`config.mk`:
```
export PLATFORM = sky130hd
export DESIGN_NAME = host_link_watchdog_safe_state
export DESIGN_NICKNAME = d
export VERILOG_FILES = /design/src/host_link_watchdog_safe_state.v
export VERILOG_INCLUDE_DIRS = /design/src /design/src/src
export SDC_FILE = /design/constraint.sdc
export NUM_CORES = 1
export LEC_CHECK = 0
export BUFFER_PORTS_ARGS = -buffer_cell sky130_fd_sc_hd__buf_2
export CAP_MARGIN = 40
export CORE_MARGIN = 5
export CORE_UTILIZATION = 32
export DETAILED_ROUTE_END_ITERATION = 8
export GPL_ROUTABILITY_DRIVEN = 0
export SLEW_MARGIN = 0
export SYNTH_ARGS = -nofsm -noshare
export SYNTH_HDL_FRONTEND = slang
export SYNTH_SLANG_ARGS = --single-unit
```
`constraint.sdc`:
```
create_clock -name aclk -period 2.1 [get_ports aclk]
set_clock_uncertainty 0.1 [all_clocks]
set_input_delay 0.63 -clock aclk [delete_from_list [all_inputs] [get_ports aclk]]
set_output_delay 0.63 -clock aclk [all_outputs]
set_load 0.02 [all_outputs]
```
`src/host_link_watchdog_map.vh`:
```
// register map, field positions and timing constants of the link watchdog
`ifndef HOST_LINK_WATCHDOG_MAP_VH
`define HOST_LINK_WATCHDOG_MAP_VH
// register byte addresses
`define ADDR_CTRL 5'h00
`define ADDR_WD_TIMEOUT 5'h04
`define ADDR_OUTPUTS 5'h08
`define ADDR_PWM_DUTY 5'h0c
`define ADDR_STATUS 5'h10
`define ADDR_IRQ_STATUS 5'h14
`define ADDR_IRQ_MASK 5'h18
// control register fields
`define CTRL_WD_EN 0
`define CTRL_RETAIN_EN 1
`define CTRL_LED_EN 2
`define CTRL_SMALL 3
// outputs register fields
`define OUT_DOUT_LSB 0
`define OUT_RELAY_LSB 8
`define OUT_PWM_EN 12
// interrupt bits
`define IRQ_FRAME_OK 0
`define IRQ_FRAME_REJ 1
`define IRQ_TRIP 2
// trip causes
`define CAUSE_NONE 2'h0
`define CAUSE_LINK_OFF 2'h1
`define CAUSE_SILENT 2'h2
// reset values
`define CTRL_RESET 4'h4
`define WD_TIMEOUT_RESET 16'h0064
// timing: clock rate and times in their own units
`define CLK_MHZ 25
`define MS_US 1000
`define MIN_CYCLE_SMALL_US 2500
`define MIN_CYCLE_LARGE_US 5000
`define LED_HALF_MS 10'h0fa
`define AXI_OKAY 2'h0
`define AXI_SLVERR 2'h2
`endif

```
`src/host_link_watchdog_safe_state.v`:
```
// link watchdog with latched safe state and axi4-lite register slave
`timescale 1ns/10ps
`default_nettype none
`include "host_link_watchdog_map.vh"

// What this block does
// - watchdog off until enabled, trips after wait
// - trip stops normal processing, enters safe state
// - safe state switches outputs and relays off
// - safe state puts pwm outputs high impedance
// - safe entry saves retain data if enabled
// - safe state blinks indicator by error cause
// - safe state latched until power cycle
// - too early transfers get rejected
// - no exchange without link enable high
// - nothing driven until first host command
module host_link_watchdog_safe_state #(
  parameter MS_CYCLES = `MS_US * `CLK_MHZ,
  parameter MIN_SMALL_CYCLES = `MIN_CYCLE_SMALL_US * `CLK_MHZ,
  parameter MIN_LARGE_CYCLES = `MIN_CYCLE_LARGE_US * `CLK_MHZ
) (
  // clock and reset
  input wire aclk,
  input wire aresetn,
  // axi4-lite write channels
  input wire [4:0] s_axi_awaddr,
  input wire s_axi_awvalid,
  output wire s_axi_awready,
  input wire [31:0] s_axi_wdata,
  input wire [3:0] s_axi_wstrb,
  input wire s_axi_wvalid,
  output wire s_axi_wready,
  output reg [1:0] s_axi_bresp,
  output reg s_axi_bvalid,
  input wire s_axi_bready,
  // axi4-lite read channels
  input wire [4:0] s_axi_araddr,
  input wire s_axi_arvalid,
  output wire s_axi_arready,
  output reg [31:0] s_axi_rdata,
  output reg [1:0] s_axi_rresp,
  output reg s_axi_rvalid,
  input wire s_axi_rready,
  // host link pins
  input wire host_link_enable,
  input wire link_sclk,
  input wire link_cs_n,
  // field outputs
  output wire [7:0] dout,
  output wire [3:0] relay,
  output wire pwm_out,
  output wire pwm_oe,
  output reg status_indicator,
  output reg retain_save,
  output wire safe_state,
  output wire irq
);

  // ---- registers ----
  reg [3:0] ctrl_reg;
  reg [15:0] timeout_reg;
  reg [12:0] outputs_reg;
  reg [7:0] duty_reg;
  reg [2:0] irq_status_reg;
  reg [2:0] irq_mask_reg;
  reg safe_reg;
  reg cmd_seen_reg;
  reg [1:0] cause_reg;
  reg [7:0] frame_cnt_reg;

  // ---- axi handshake state ----
  reg aw_held_reg;
  reg w_held_reg;
  reg [4:0] waddr_reg;
  reg [31:0] wdata_reg;
  reg [3:0] wstrb_reg;
  reg arready_reg;

  // merge byte lanes of a write into an old word
  function [31:0] merge;
    input [31:0] old;
    input [31:0] data;
    input [3:0] strb;
    integer i;
    begin
      merge = old;
      for (i = 0; i < 4; i = i + 1)
        if (strb[i])
          merge[i*8 +: 8] = data[i*8 +: 8];
    end
  endfunction

  // a write completes once address and data are both held
  wire wr_fire = aw_held_reg && w_held_reg && !s_axi_bvalid;
  wire [31:0] wr_word_ctrl = merge({28'h0, ctrl_reg}, wdata_reg, wstrb_reg);
  wire [31:0] wr_word_to = merge({16'h0, timeout_reg}, wdata_reg, wstrb_reg);
  wire [31:0] wr_word_out = merge({19'h0, outputs_reg}, wdata_reg, wstrb_reg);
  wire [31:0] wr_word_duty = merge({24'h0, duty_reg}, wdata_reg, wstrb_reg);
  wire [31:0] wr_word_mask = merge({29'h0, irq_mask_reg}, wdata_reg,
    wstrb_reg);
  wire rd_fire = s_axi_arvalid && arready_reg;
  wire rd_irq = rd_fire && (s_axi_araddr == `ADDR_IRQ_STATUS);

  assign s_axi_awready = !aw_held_reg;
  assign s_axi_wready = !w_held_reg;
  assign s_axi_arready = arready_reg;

  // write side: address and data taken in either order
  always @(posedge aclk)
  begin
    if (!aresetn)
    begin
      aw_held_reg <= 1'b0;
      w_held_reg <= 1'b0;
      waddr_reg <= 5'h00;
      wdata_reg <= 32'h0;
      wstrb_reg <= 4'h0;
      s_axi_bvalid <= 1'b0;
      s_axi_bresp <= `AXI_OKAY;
    end
    else
    begin
      if (s_axi_awvalid && !aw_held_reg)
      begin
        aw_held_reg <= 1'b1;
        waddr_reg <= s_axi_awaddr;
      end
      if (s_axi_wvalid && !w_held_reg)
      begin
        w_held_reg <= 1'b1;
        wdata_reg <= s_axi_wdata;
        wstrb_reg <= s_axi_wstrb;
      end
      if (wr_fire)
      begin
        aw_held_reg <= 1'b0;
        w_held_reg <= 1'b0;
        s_axi_bvalid <= 1'b1;
        case (waddr_reg)
          `ADDR_CTRL, `ADDR_WD_TIMEOUT, `ADDR_OUTPUTS, `ADDR_PWM_DUTY,
          `ADDR_IRQ_MASK: s_axi_bresp <= `AXI_OKAY;
          default: s_axi_bresp <= `AXI_SLVERR;
        endcase
      end
      else if (s_axi_bvalid && s_axi_bready)
        s_axi_bvalid <= 1'b0;
    end
  end

  // read side: one read at a time, answer one cycle after address
  always @(posedge aclk)
  begin
    if (!aresetn)
    begin
      arready_reg <= 1'b1;
      s_axi_rvalid <= 1'b0;
      s_axi_rdata <= 32'h0;
      s_axi_rresp <= `AXI_OKAY;
    end
    else if (rd_fire)
    begin
      arready_reg <= 1'b0;
      s_axi_rvalid <= 1'b1;
      s_axi_rresp <= `AXI_OKAY;
      case (s_axi_araddr)
        `ADDR_CTRL: s_axi_rdata <= {28'h0, ctrl_reg};
        `ADDR_WD_TIMEOUT: s_axi_rdata <= {16'h0, timeout_reg};
        `ADDR_OUTPUTS: s_axi_rdata <= {19'h0, outputs_reg};
        `ADDR_PWM_DUTY: s_axi_rdata <= {24'h0, duty_reg};
        `ADDR_STATUS: s_axi_rdata <= {16'h0, frame_cnt_reg, 4'h0,
          cause_reg, cmd_seen_reg, safe_reg};
        `ADDR_IRQ_STATUS: s_axi_rdata <= {29'h0, irq_status_reg};
        `ADDR_IRQ_MASK: s_axi_rdata <= {29'h0, irq_mask_reg};
        default:
        begin
          s_axi_rdata <= 32'h0;
          s_axi_rresp <= `AXI_SLVERR;
        end
      endcase
    end
    else if (s_axi_rvalid && s_axi_rready)
    begin
      s_axi_rvalid <= 1'b0;
      arready_reg <= 1'b1;
    end
  end

  // ---- link pin synchronisers ----
  // first stage feeds only the second; edges come from stages two and three
  reg [2:0] sclk_sync_reg;
  reg [2:0] cs_sync_reg;
  reg [1:0] en_sync_reg;
  always @(posedge aclk)
  begin
    if (!aresetn)
    begin
      sclk_sync_reg <= 3'h0;
      cs_sync_reg <= 3'h7;
      en_sync_reg <= 2'h0;
    end
    else
    begin
      sclk_sync_reg <= {sclk_sync_reg[1:0], link_sclk};
      cs_sync_reg <= {cs_sync_reg[1:0], link_cs_n};
      en_sync_reg <= {en_sync_reg[0], host_link_enable};
    end
  end
  wire link_en = en_sync_reg[1];
  wire sclk_rise = sclk_sync_reg[1] && !sclk_sync_reg[2];
  wire cs_fall = !cs_sync_reg[1] && cs_sync_reg[2];
  wire cs_rise = cs_sync_reg[1] && !cs_sync_reg[2];

  // ---- millisecond enable divider ----
  reg [16:0] ms_div_reg;
  wire ms_tick = (ms_div_reg == MS_CYCLES[16:0] - 17'h1);
  always @(posedge aclk)
  begin
    if (!aresetn || ms_tick)
      ms_div_reg <= 17'h0;
    else
      ms_div_reg <= ms_div_reg + 17'h1;
  end

  // ---- frame tracking ----
  // the spacing counter runs from one frame start to the next and
  // saturates, so a long idle link never wraps into a false early start
  reg [17:0] gap_cnt_reg;
  reg in_frame_reg;
  reg early_reg;
  reg first_reg;
  reg [15:0] bits_reg;
  wire [17:0] min_gap = ctrl_reg[`CTRL_SMALL] ? MIN_SMALL_CYCLES[17:0]
    : MIN_LARGE_CYCLES[17:0];
  wire frame_end = in_frame_reg && cs_rise;
  wire frame_good = (bits_reg != 16'h0) && (bits_reg[2:0] == 3'h0);
  wire frame_ok = frame_end && frame_good && !early_reg && !safe_reg;
  wire frame_rej = frame_end && !frame_ok;

  always @(posedge aclk)
  begin
    if (!aresetn)
    begin
      gap_cnt_reg <= 18'h0;
      in_frame_reg <= 1'b0;
      early_reg <= 1'b0;
      first_reg <= 1'b1;
      bits_reg <= 16'h0;
    end
    else
    begin
      if (gap_cnt_reg != 18'h3ffff)
        gap_cnt_reg <= gap_cnt_reg + 18'h1;
      if (cs_fall && link_en)
      begin
        in_frame_reg <= 1'b1;
        early_reg <= !first_reg && (gap_cnt_reg < min_gap);
        first_reg <= 1'b0;
        gap_cnt_reg <= 18'h0;
        bits_reg <= 16'h0;
      end
      else if (in_frame_reg)
      begin
        if (!link_en)
          in_frame_reg <= 1'b0;
        else if (cs_rise)
          in_frame_reg <= 1'b0;
        else if (sclk_rise && bits_reg != 16'hffff)
          bits_reg <= bits_reg + 16'h1;
      end
    end
  end

  // ---- watchdog and latched safe state ----
  reg [15:0] wd_cnt_reg;
  wire wd_run = ctrl_reg[`CTRL_WD_EN] && !safe_reg;
  wire trip = wd_run && ms_tick && (wd_cnt_reg >= timeout_reg);
  always @(posedge aclk)
  begin
    if (!aresetn)
    begin
      wd_cnt_reg <= 16'h0;
      safe_reg <= 1'b0;
      cause_reg <= `CAUSE_NONE;
      retain_save <= 1'b0;
      cmd_seen_reg <= 1'b0;
      frame_cnt_reg <= 8'h0;
    end
    else
    begin
      retain_save <= 1'b0;
      if (!wd_run || frame_ok)
        wd_cnt_reg <= 16'h0;
      else if (ms_tick)
        wd_cnt_reg <= wd_cnt_reg + 16'h1;
      if (trip)
      begin
        safe_reg <= 1'b1;
        cause_reg <= link_en ? `CAUSE_SILENT : `CAUSE_LINK_OFF;
        retain_save <= ctrl_reg[`CTRL_RETAIN_EN];
      end
      if (frame_ok)
      begin
        cmd_seen_reg <= 1'b1;
        frame_cnt_reg <= frame_cnt_reg + 8'h1;
      end
    end
  end

  // ---- software registers and sticky interrupt bits ----
  // a read of the status word clears it, but a same-cycle event survives
  wire [2:0] irq_set = {trip, frame_rej, frame_ok};
  always @(posedge aclk)
  begin
    if (!aresetn)
    begin
      ctrl_reg <= `CTRL_RESET;
      timeout_reg <= `WD_TIMEOUT_RESET;
      outputs_reg <= 13'h0;
      duty_reg <= 8'h0;
      irq_mask_reg <= 3'h0;
      irq_status_reg <= 3'h0;
    end
    else
    begin
      if (wr_fire)
      begin
        case (waddr_reg)
          `ADDR_CTRL: ctrl_reg <= wr_word_ctrl[3:0];
          `ADDR_WD_TIMEOUT: timeout_reg <= wr_word_to[15:0];
          `ADDR_OUTPUTS: outputs_reg <= wr_word_out[12:0];
          `ADDR_PWM_DUTY: duty_reg <= wr_word_duty[7:0];
          `ADDR_IRQ_MASK: irq_mask_reg <= wr_word_mask[2:0];
          default: ;
        endcase
      end
      irq_status_reg <= (rd_irq ? 3'h0 : irq_status_reg) | irq_set;
    end
  end
  assign irq = |(irq_status_reg & irq_mask_reg);

  // ---- pwm generator ----
  reg [7:0] pwm_cnt_reg;
  reg pwm_q_reg;
  always @(posedge aclk)
  begin
    if (!aresetn)
    begin
      pwm_cnt_reg <= 8'h0;
      pwm_q_reg <= 1'b0;
    end
    else
    begin
      pwm_cnt_reg <= pwm_cnt_reg + 8'h1;
      pwm_q_reg <= (pwm_cnt_reg < duty_reg);
    end
  end

  // ---- field output gating ----
  // off before the first accepted frame and from the trip edge on
  wire live = cmd_seen_reg && !safe_reg && !trip;
  reg [7:0] dout_reg;
  reg [3:0] relay_reg;
  reg pwm_oe_reg;
  always @(posedge aclk)
  begin
    if (!aresetn)
    begin
      dout_reg <= 8'h0;
      relay_reg <= 4'h0;
      pwm_oe_reg <= 1'b0;
    end
    else
    begin
      dout_reg <= live ? outputs_reg[7:0] : 8'h0;
      relay_reg <= live ? outputs_reg[11:8] : 4'h0;
      pwm_oe_reg <= live && outputs_reg[`OUT_PWM_EN];
    end
  end
  assign dout = dout_reg;
  assign relay = relay_reg;
  assign pwm_oe = pwm_oe_reg;
  assign pwm_out = pwm_oe_reg & pwm_q_reg;
  assign safe_state = safe_reg;

  // ---- status indicator blink ----
  // half period is the cause times a base slot, so the pattern names
  // the fault without any shared timing with the host
  reg [9:0] led_ms_reg;
  reg [1:0] led_slot_reg;
  wire led_slot = ms_tick && (led_ms_reg == `LED_HALF_MS - 10'h1);
  always @(posedge aclk)
  begin
    if (!aresetn)
    begin
      led_ms_reg <= 10'h0;
      led_slot_reg <= 2'h0;
      status_indicator <= 1'b0;
    end
    else
    begin
      if (led_slot)
        led_ms_reg <= 10'h0;
      else if (ms_tick)
        led_ms_reg <= led_ms_reg + 10'h1;
      if (!safe_reg || !ctrl_reg[`CTRL_LED_EN])
      begin
        status_indicator <= 1'b0;
        led_slot_reg <= 2'h0;
      end
      else if (led_slot)
      begin
        if (led_slot_reg + 2'h1 >= cause_reg)
        begin
          led_slot_reg <= 2'h0;
          status_indicator <= !status_indicator;
        end
        else
          led_slot_reg <= led_slot_reg + 2'h1;
      end
    end
  end

endmodule
`default_nettype wire

```
# Word-level counts from Yosys, hierarchy flattened

Index checks and enable logic that the tools add are counted.

RAM bits: 0
ROM bits: 0
Logic and storage cells: 160
Bits in registers: 237
Input port bits: 56
Output and inout bits: 59
Memories: 0
Latch bits: 0

Reduce and logical (&&, ||, !) cells: 70
Bitwise operators: 5
Divide/modulo/power cells: 0
Multipliers: 0
$lt $le $gt $ge: 4
Equal/unequal tests: 14
Add/subtract/negate cells: 8
Mux-type cells: 17
Shift operators: 0

Operators by type and width:

| operator              | number |
|---|---|
| $pmux 16 s7           | 1 |
| $add 16x1->16 const B | 2 |
| $logic_and 1x1->1     | 27 |
| $reduce_and 3->1      | 7 |
| $eq 5x4->1 const B    | 4 |
| $eq 5x5->1 const B    | 4 |
| $add 18x1->18 const B | 1 |
| $lt 18x17->1          | 1 |
| $ne 18x18->1 const B  | 1 |
| $add 17x1->17 const B | 1 |
| $eq 17x15->1 const B  | 1 |
| $mux 17               | 1 |
| $add 8x1->8 const B   | 2 |
| $ge 16x16->1          | 1 |
| $ne 16x16->1 const B  | 1 |
| $reduce_bool 16->1    | 1 |
| $logic_not 1->1       | 15 |
| $add 10x1->10 const B | 1 |
| $eq 10x8->1 const B   | 1 |
| $eq 5x3->1 const B    | 2 |
| $logic_not 5->1       | 2 |
| $mux 1                | 10 |
| $reduce_or 2->1       | 5 |
| $lt 8x8->1            | 1 |
| other kinds (16)      | 25 |

# Longest topological paths before layout

Gate-level depths: netlist of the first run.

Depth in word-level cells: 9
Gate-level depth with buffers: 9
Gate-level depth less buffers: 8

# Worst setup path after synthesis of the first run

Ideal clock, no wire load.

Path type: register to register
From: register timeout_reg[6]
To: register dout_reg[3], in the netlist dout[3]
Cell stages (with the launch flop): 10
Library setup time: 57 ps
Data arrival time: 1969 ps
Setup slack: -26 ps
Clock period less this slack: 2126 ps
Path through: dfxtp_1 > inv_1 > ha_1 > a21o_1 > a211o_1 > o21ai_0 > o32ai_4 > nor2_2 > buf_6 > and2_4

Longest elaborated chain between the ends: 5

RTL lines:

| item                              | line                                | text |
|---|---|---|
| start: declaration                | host_link_watchdog_safe_state.v:61  | `reg [15:0] timeout_reg;` |
| start signal: assignment          | host_link_watchdog_safe_state.v:317 | `` timeout_reg <= `WD_TIMEOUT_RESET; `` |
| start signal: assignment          | host_link_watchdog_safe_state.v:329 | `` `ADDR_WD_TIMEOUT: timeout_reg <= wr_word_to[15:0]; `` |
| $ge 16x16->1                      | host_link_watchdog_safe_state.v:276 | `wire trip = wd_run && ms_tick && (wd_cnt_reg >= timeout_reg);` |
| $logic_and 1x1->1                 | host_link_watchdog_safe_state.v:276 |  |
| $logic_not 1->1                   | host_link_watchdog_safe_state.v:360 | `wire live = cmd_seen_reg && !safe_reg && !trip;` |
| $logic_and 1x1->1                 | host_link_watchdog_safe_state.v:360 |  |
| $reduce_and 2->1 (no source line) | -                                   |  |
| end signal: assignment            | host_link_watchdog_safe_state.v:374 | `dout_reg <= live ? outputs_reg[7:0] : 8'h0;` |
| end: declaration                  | host_link_watchdog_safe_state.v:361 | `reg [7:0] dout_reg;` |

Every way passes these cells.
A chain may end at the register's enable or synchronous reset.

# Worst setup path after layout of the first run

From: register irq_status_reg[0]
To: output port irq

Longest elaborated chain between the ends: 2

RTL lines:

| item                     | line                                | text |
|---|---|---|
| start: declaration       | host_link_watchdog_safe_state.v:64  | `reg [2:0] irq_status_reg;` |
| start signal: assignment | host_link_watchdog_safe_state.v:336 | `irq_status_reg <= (rd_irq ? 3'h0 : irq_status_reg) \| irq_set;` |
| $and 3x3->3              | host_link_watchdog_safe_state.v:339 | `assign irq = \|(irq_status_reg & irq_mask_reg);` |
| $reduce_or 3->1          | host_link_watchdog_safe_state.v:339 |  |
| end: declaration         | host_link_watchdog_safe_state.v:56  | `output wire irq` |

Every way passes these cells.

==> results of run 1 <==
## per-layer routing
layer	vias to the layer above	track usage	routed length (um)
li1	4099	-	-
met1	3736	0.1784	11430
met2	123	0.2250	11280
met3	20	0.02252	895
met4	0	0.02880	386
met5	-	0	0
## area by class of cell
class / instances / area, sq um
clock buffers: 35 / 745.7
repair buffers: 180 / 1251
well taps: 402 / 503.0
inverters: 38 / 142.6
fillers: 3090 / 18690
clock inverters: 12 / 141.4
flip-flops and latches: 219 / 4402
multi-input cells: 809 / 5513
## synthesized netlist by cell type (8+ instances only)
cell type / instances
a21boi_0: 22
a21oi_1: 23
a222oi_1: 9
a22oi_1: 14
and2_1: 38
and2_4: 10
and3_1: 20
and4_1: 8
buf_4: 19
clkbuf_1: 31
dfxtp_1: 219
ha_1: 41
inv_1: 38
mux2i_1: 50
nand2_1: 119
nand2b_1: 12
nand3_1: 34
nand4_1: 22
nor2_1: 94
nor2b_1: 60
nor3_1: 16
o21ai_0: 38
or3_1: 8
xnor2_1: 28
xor2_1: 47
## power by group through the flow
stage	clock network (mW)	registers [mW]	logic (mW)
after floorplan	0	4.36	0.260
after global placement	0	4.36	0.400
after detailed placement	0	4.36	0.407
after CTS	4.70	4.27	0.409
after global routing	4.90	4.28	0.452
final	4.57	4.27	0.404
## repair_timing
action                                  in CTS  in global routing
pin swaps                                    2                 18
endpoints found under the setup margin      20                 29
buffers inserted                             4                  6
cloned                                       1                  0
hold buffers                                 0                  0
gates resized for setup                     25                 34
hold endpoints to repair                     0                  0
## worst paths after layout
check	start	end	slack (ns)	cells past startpoint
setup / recovery	irq_status_reg[0]	irq	-0.07	3
hold / removal	link_cs_n	cs_sync_reg[0]	0.20	2
setup reg to reg	timeout_reg[9]	dout[2]	-0.04	9
hold reg to reg	cs_sync_reg[0]	cs_sync_reg[1]	0.31	1
## cells by family (layout without fill, tap and decap cells)
logic type | Yosys count | after routing | share of synthesized area
AND/OR/NAND/NOR | 480 | 480 | 0.2559
flip-flops | 219 | 219 | 0.4340
AO/OA/AOI/OAI | 143 | 143 | 0.09537
buffers and inverters | 96 | 265 | 0.04583
XOR/XNOR | 75 | 75 | 0.06502
multiplexers | 51 | 51 | 0.05177
adder cells (fa/ha/maj) | 42 | 42 | 0.05177
other | 1 | 18 | 0.0003712
## stage by stage
step	setup TNS, ns	instance area (sq um)	util
after floorplan	0	10170	-
after global placement	-1.532	11540	0.3676
after detailed placement	-2.020	11540	0.3676
after CTS	-1.295	12580	0.4008
after global routing	-1.525	12700	0.4045
final	-0.4860	12700	0.4045
## worst max-delay path, delay by kind of cell (launching register included)
kind | cells | cell delay (ns)
DFF | 1 | 0.31
AOI/OAI and AO/OA | 1 | 0.31
buffers and inverters | 2 | 0.29
==> flow_summary.yaml, run 1 <==
outcome:
  status: "finished, violations left"
  violations: "negative setup slack"
final_layout:
  diodes: 0
  synthToLayoutAreaGrowth_pct: 25.70
  final_cells: 1695
  largest_reg_flops: 18
  final_common_cell: "dfxtp_1"
  num-nets-final: 1371
  drive_gt1_frac: 0.2312
  mostFrequentLayoutCells: "205 x dfxtp_1, 115 x nand2_1, 95 x buf_4"
power:
  p_seq_frac: 0.462
  switchingPower_mw: 2.015
  p_leak_nw: 5.137
  swShare: 0.2179
  power.density_nw_per_um2: 728.3
  report.power.total_mw: 9.248
  p_comb_frac: 0.044
  p_clk_frac: 0.494
  ir_drop_mv: 0.3651
  p_int_mw: 7.233
global_route:
  overflow: 0
  antenna_found_initial: 0
  grt_pass1_vias: 7772
  grt_pass1_wl_um: 39410
  grtUsageTotal: 0.1328
  grt_max_degree: 77
setup_path:
  crit_arrival_ns: 1.44
  crit_path_cell_trace: "a222oi_1 -> inv_1 -> buf_6"
  crit_slowest_cell: "dfxtp_2"
  cp_max_fo: 2
  crit_required_ns: 1.37
  cp-start-kind: "flip-flop"
  critical_path_class: "flip-flop to output port"
  max_stage_delay_ns: 0.31
  end_kind: "output port"
logic_synthesis:
  synth_warnings: 0
  synthesis.area_sq_um: 10100
  seq_area_frac_synth: 0.4340
  async_flop_share: 0
  synth_top_area_cell: "dfxtp_1"
  synth_top_area_frac: 0.4340
  syn_inst: 1107
  synth_edf_count: 0
  ys_ff_latch: 219
  ys.flop_type: "dfxtp_1"
  synth.avg_cell_area_sq_um: 9.126
  yosys-top-cells-area: "dfxtp_1 43%, ha_1 5.1%, mux2i_1 5.0%"
  synth_cell_types: 65
sta:
  worst_pin_slew_ns: 0.4992
  finalHoldViolCount: 0
  setup_viol: 14
  relSlewSlack: 0.6660
  slew_violations: 0
  fin_crit_sh: 1.032
  max_freq_ghz: 0.4616
  min_period_ns: 2.167
  fin_ws_ns: -0.06652
  rsz0062_at_grt: "true"
  hold-worst-slack_ns: 0.1978
clock_tree:
  clock_sinks: 219
  clockBufferDepth: 3
  clk_pin_slew_ns: 0.06
  cts_max_level: 1
  cts-root-buf: "clkbuf_16"
  clkLatencyLatePin_ns: 0.52
  cts_tree: "done"
  numCtsBuffers: 26
die:
  dieArea_sq_um: 35220
  die_width_um: 187.7
  core_sq_um: 31390
  io_pins: 115
  start_util: 0.3218
  chipHeight_um: 187.7
  rows: 65
placed_design:
  dpl.cell_count: 1641
  pre_cts_slack_ns: -0.1177
  io_buffers: 78
  hpwl_um: 17570
hold_path:
  hold_class: "input pin to flip-flop"
routing:
  wl_per_cell_um: 14.15
  antenna_left: 0
  drt-vias-per-instance: 4.707
  wl_um: 23990
  drc_errors: 0
  drt_iter0_drc: 414
  vias: 7978
  first_pass_iters: 7
run:
  max_cap_viol_count: 0
No activity file was read; power rests on OpenSTA's default activity.
==> run 2: changes to the inputs <==
--- a/config.mk
+++ b/config.mk
@@ -8,6 +8,7 @@
 export LEC_CHECK = 0
 export BUFFER_PORTS_ARGS = -buffer_cell sky130_fd_sc_hd__buf_2
 export CAP_MARGIN = 40
+export CORE_ASPECT_RATIO = 1.25
 export CORE_MARGIN = 5
 export CORE_UTILIZATION = 32
 export DETAILED_ROUTE_END_ITERATION = 8
==> run 2 against run 1 <==
The run still ends with negative setup slack left. Power decreased by 3.9%. Critical path depth increased by 6. Via count increased by 0.23%. Register-to-register slack got worse by 0.08 ns. Die area about the same. Flip-flop and latch count unchanged. Setup slack got worse by 0.054 ns. Non-clock buffer count increased by 1. Final cell count decreased by 0.12%. Global-route usage about the same. Routed wire length increased by 0.82%. Critical endpoint is now relay[3].
==> flow_summary.yaml, run 2 (synthesis results as in run 1) <==
setup_path:
  max_stage_delay_ns: 0.40
  end_kind: "flip-flop"
  cp-start-kind: "flip-flop"
  critical_path_class: "flip-flop to flip-flop"
  crit_required_ns: 2.41
  crit_arrival_ns: 2.53
  critPathTopFamily: "simple AND/OR/NAND/NOR gates"
  crit_buf_inv: 2
  cp_max_fo: 6
  crit_path_cell_trace: "inv_2 -> ha_4 -> nand2_4 -> nor4_4 -> nand3_4 -> o32ai_4 -> nor2_4 -> clkbuf_16 -> and2_4"
  crit_slowest_cell: "nor4_4"
routing:
  drt-vias-per-instance: 4.723
  first_pass_iters: 5
  antenna_left: 0
  wl_um: 24180
  wl_per_cell_um: 14.28
  drc_errors: 0
  vias: 7996
  drt_iter0_drc: 475
placed_design:
  dpl.cell_count: 1646
  pre_cts_slack_ns: -0.1201
  hpwl_um: 17680
  io_buffers: 78
sta:
  worst_pin_slew_ns: 0.5286
  fin_ws_ns: -0.1208
  setup_viol: 14
  relSlewSlack: 0.6463
  finalHoldViolCount: 0
  min_period_ns: 2.221
  rsz0062_at_grt: "true"
  slew_violations: 0
  max_freq_ghz: 0.4503
  fin_setup_tns_ns: -1.390
  fin_crit_sh: 1.058
global_route:
  grtUsageTotal: 0.1328
  antenna_found_initial: 0
  grt_max_degree: 90
  grt_pass1_wl_um: 39040
  overflow: 0
  grt_pass1_vias: 7728
die:
  core_sq_um: 31080
  die_width_um: 168.9
  rows: 72
  io_pins: 115
  chipHeight_um: 208.7
  start_util: 0.3250
  dieArea_sq_um: 35250
outcome:
  status: "finished, violations left"
  violations: "negative setup slack"
power:
  switchingPower_mw: 1.970
  p_seq_frac: 0.481
  p_leak_nw: 5.080
  report.power.total_mw: 8.887
  p_int_mw: 6.917
  power.density_nw_per_um2: 705.6
  ir_drop_mv: 0.4966
  swShare: 0.2217
  p_comb_frac: 0.045
  p_clk_frac: 0.474
final_layout:
  final_common_cell: "dfxtp_1"
  largest_reg_flops: 18
  fin_util: 0.4052
  final_cells: 1693
  diodes: 0
  fillers: 3092
  synthToLayoutAreaGrowth_pct: 24.67
  mostFrequentLayoutCells: "208 x dfxtp_1, 116 x nand2_1, 97 x buf_4"
  num-nets-final: 1370
  drive_gt1_frac: 0.2232
clock_tree:
  clockBufferDepth: 3
  cts_max_level: 1
  clkLatencyLatePin_ns: 0.51
  cts-root-buf: "clkbuf_16"
  clock_sinks: 219
  cts_tree: "done"
  clk_pin_slew_ns: 0.06
  numCtsBuffers: 24
run:
  max_cap_viol_count: 0
hold_path:
  hold_class: "input pin to flip-flop"
-- run 2: cell types whose count changed in the layout (fill, tap and decap cells not counted), sizes merged --
cell      delta
bufinv       -1
clkbuf       -3
inv          -1
clkinvlp     +1
clkinv       -3
-- run 2: path summary, 6_finish.rpt --
kind / start / endpoint / slack [ns] / cells past startpoint
worst max-delay path: timeout_reg[15] / relay[3] / -0.12 / 9
worst min register to register: cs_sync_reg[0] / cs_sync_reg[1] / 0.31 / 1
worst min-delay path: link_cs_n / cs_sync_reg[0] / 0.21 / 2
worst max register to register: timeout_reg[15] / relay[3] / -0.12 / 9
-- run 2: routing by layer --
layer / routed length [um] / track usage / part of all wire / vias up
li1: - / - / - / 4080
met1: 10880 / 0.1735 / 0.45 / 3745
met2: 11620 / 0.2258 / 0.48 / 149
met3: 1208 / 0.02117 / 0.050 / 22
met4: 476 / 0.03919 / 0.020 / 0
met5: 0 / 0 / 0 / -
-- run 2: worst register-to-register path, stage by stage, from the launching register on --
cell,delay (ns)
dfxtp_2,0.33
inv_2,0.04
ha_4,0.27
nand2_4,0.06
nor4_4,0.40
nand3_4,0.12
o32ai_4,0.35
nor2_4,0.12
clkbuf_16,0.18
and2_4,0.15
-- run 2: power by group through the flow --
stage / combinational [mW] / sequential, mW / clock [mW]
final: 0.402 / 4.28 / 4.21
after CTS: 0.405 / 4.27 / 4.34
after floorplan: 0.260 / 4.36 / 0
after detailed placement: 0.403 / 4.37 / 0
after global routing: 0.445 / 4.28 / 4.51
after global placement: 0.397 / 4.36 / 0
-- run 2: stage by stage --
step                area [sq um]  hold WS, ns
floorplan                  10170       0.2863
global placement           11550       0.2966
detailed placement         11550       0.2993
CTS                        12430       0.1900
global route               12590       0.2066
finish                     12590       0.2148
-- run 2: final cells by class --
class                   instances  area, sq um  area share
clock buffers                  31        688.2     0.05464
repair buffers                181         1265      0.1004
inverters                      38        142.6     0.01133
well taps                     407        509.2     0.04043
clock inverters                 8        98.84    0.007848
multi-input cells             809         5493      0.4361
flip-flops and latches        219         4398      0.3492
-- run 2: what timing repair did --
action	CTS	global route
gates resized for setup	14	32
gates cloned	1	0
endpoints found under the setup margin	19	47
buffers inserted	3	4
pin swaps	6	15
hold buffers	0	0
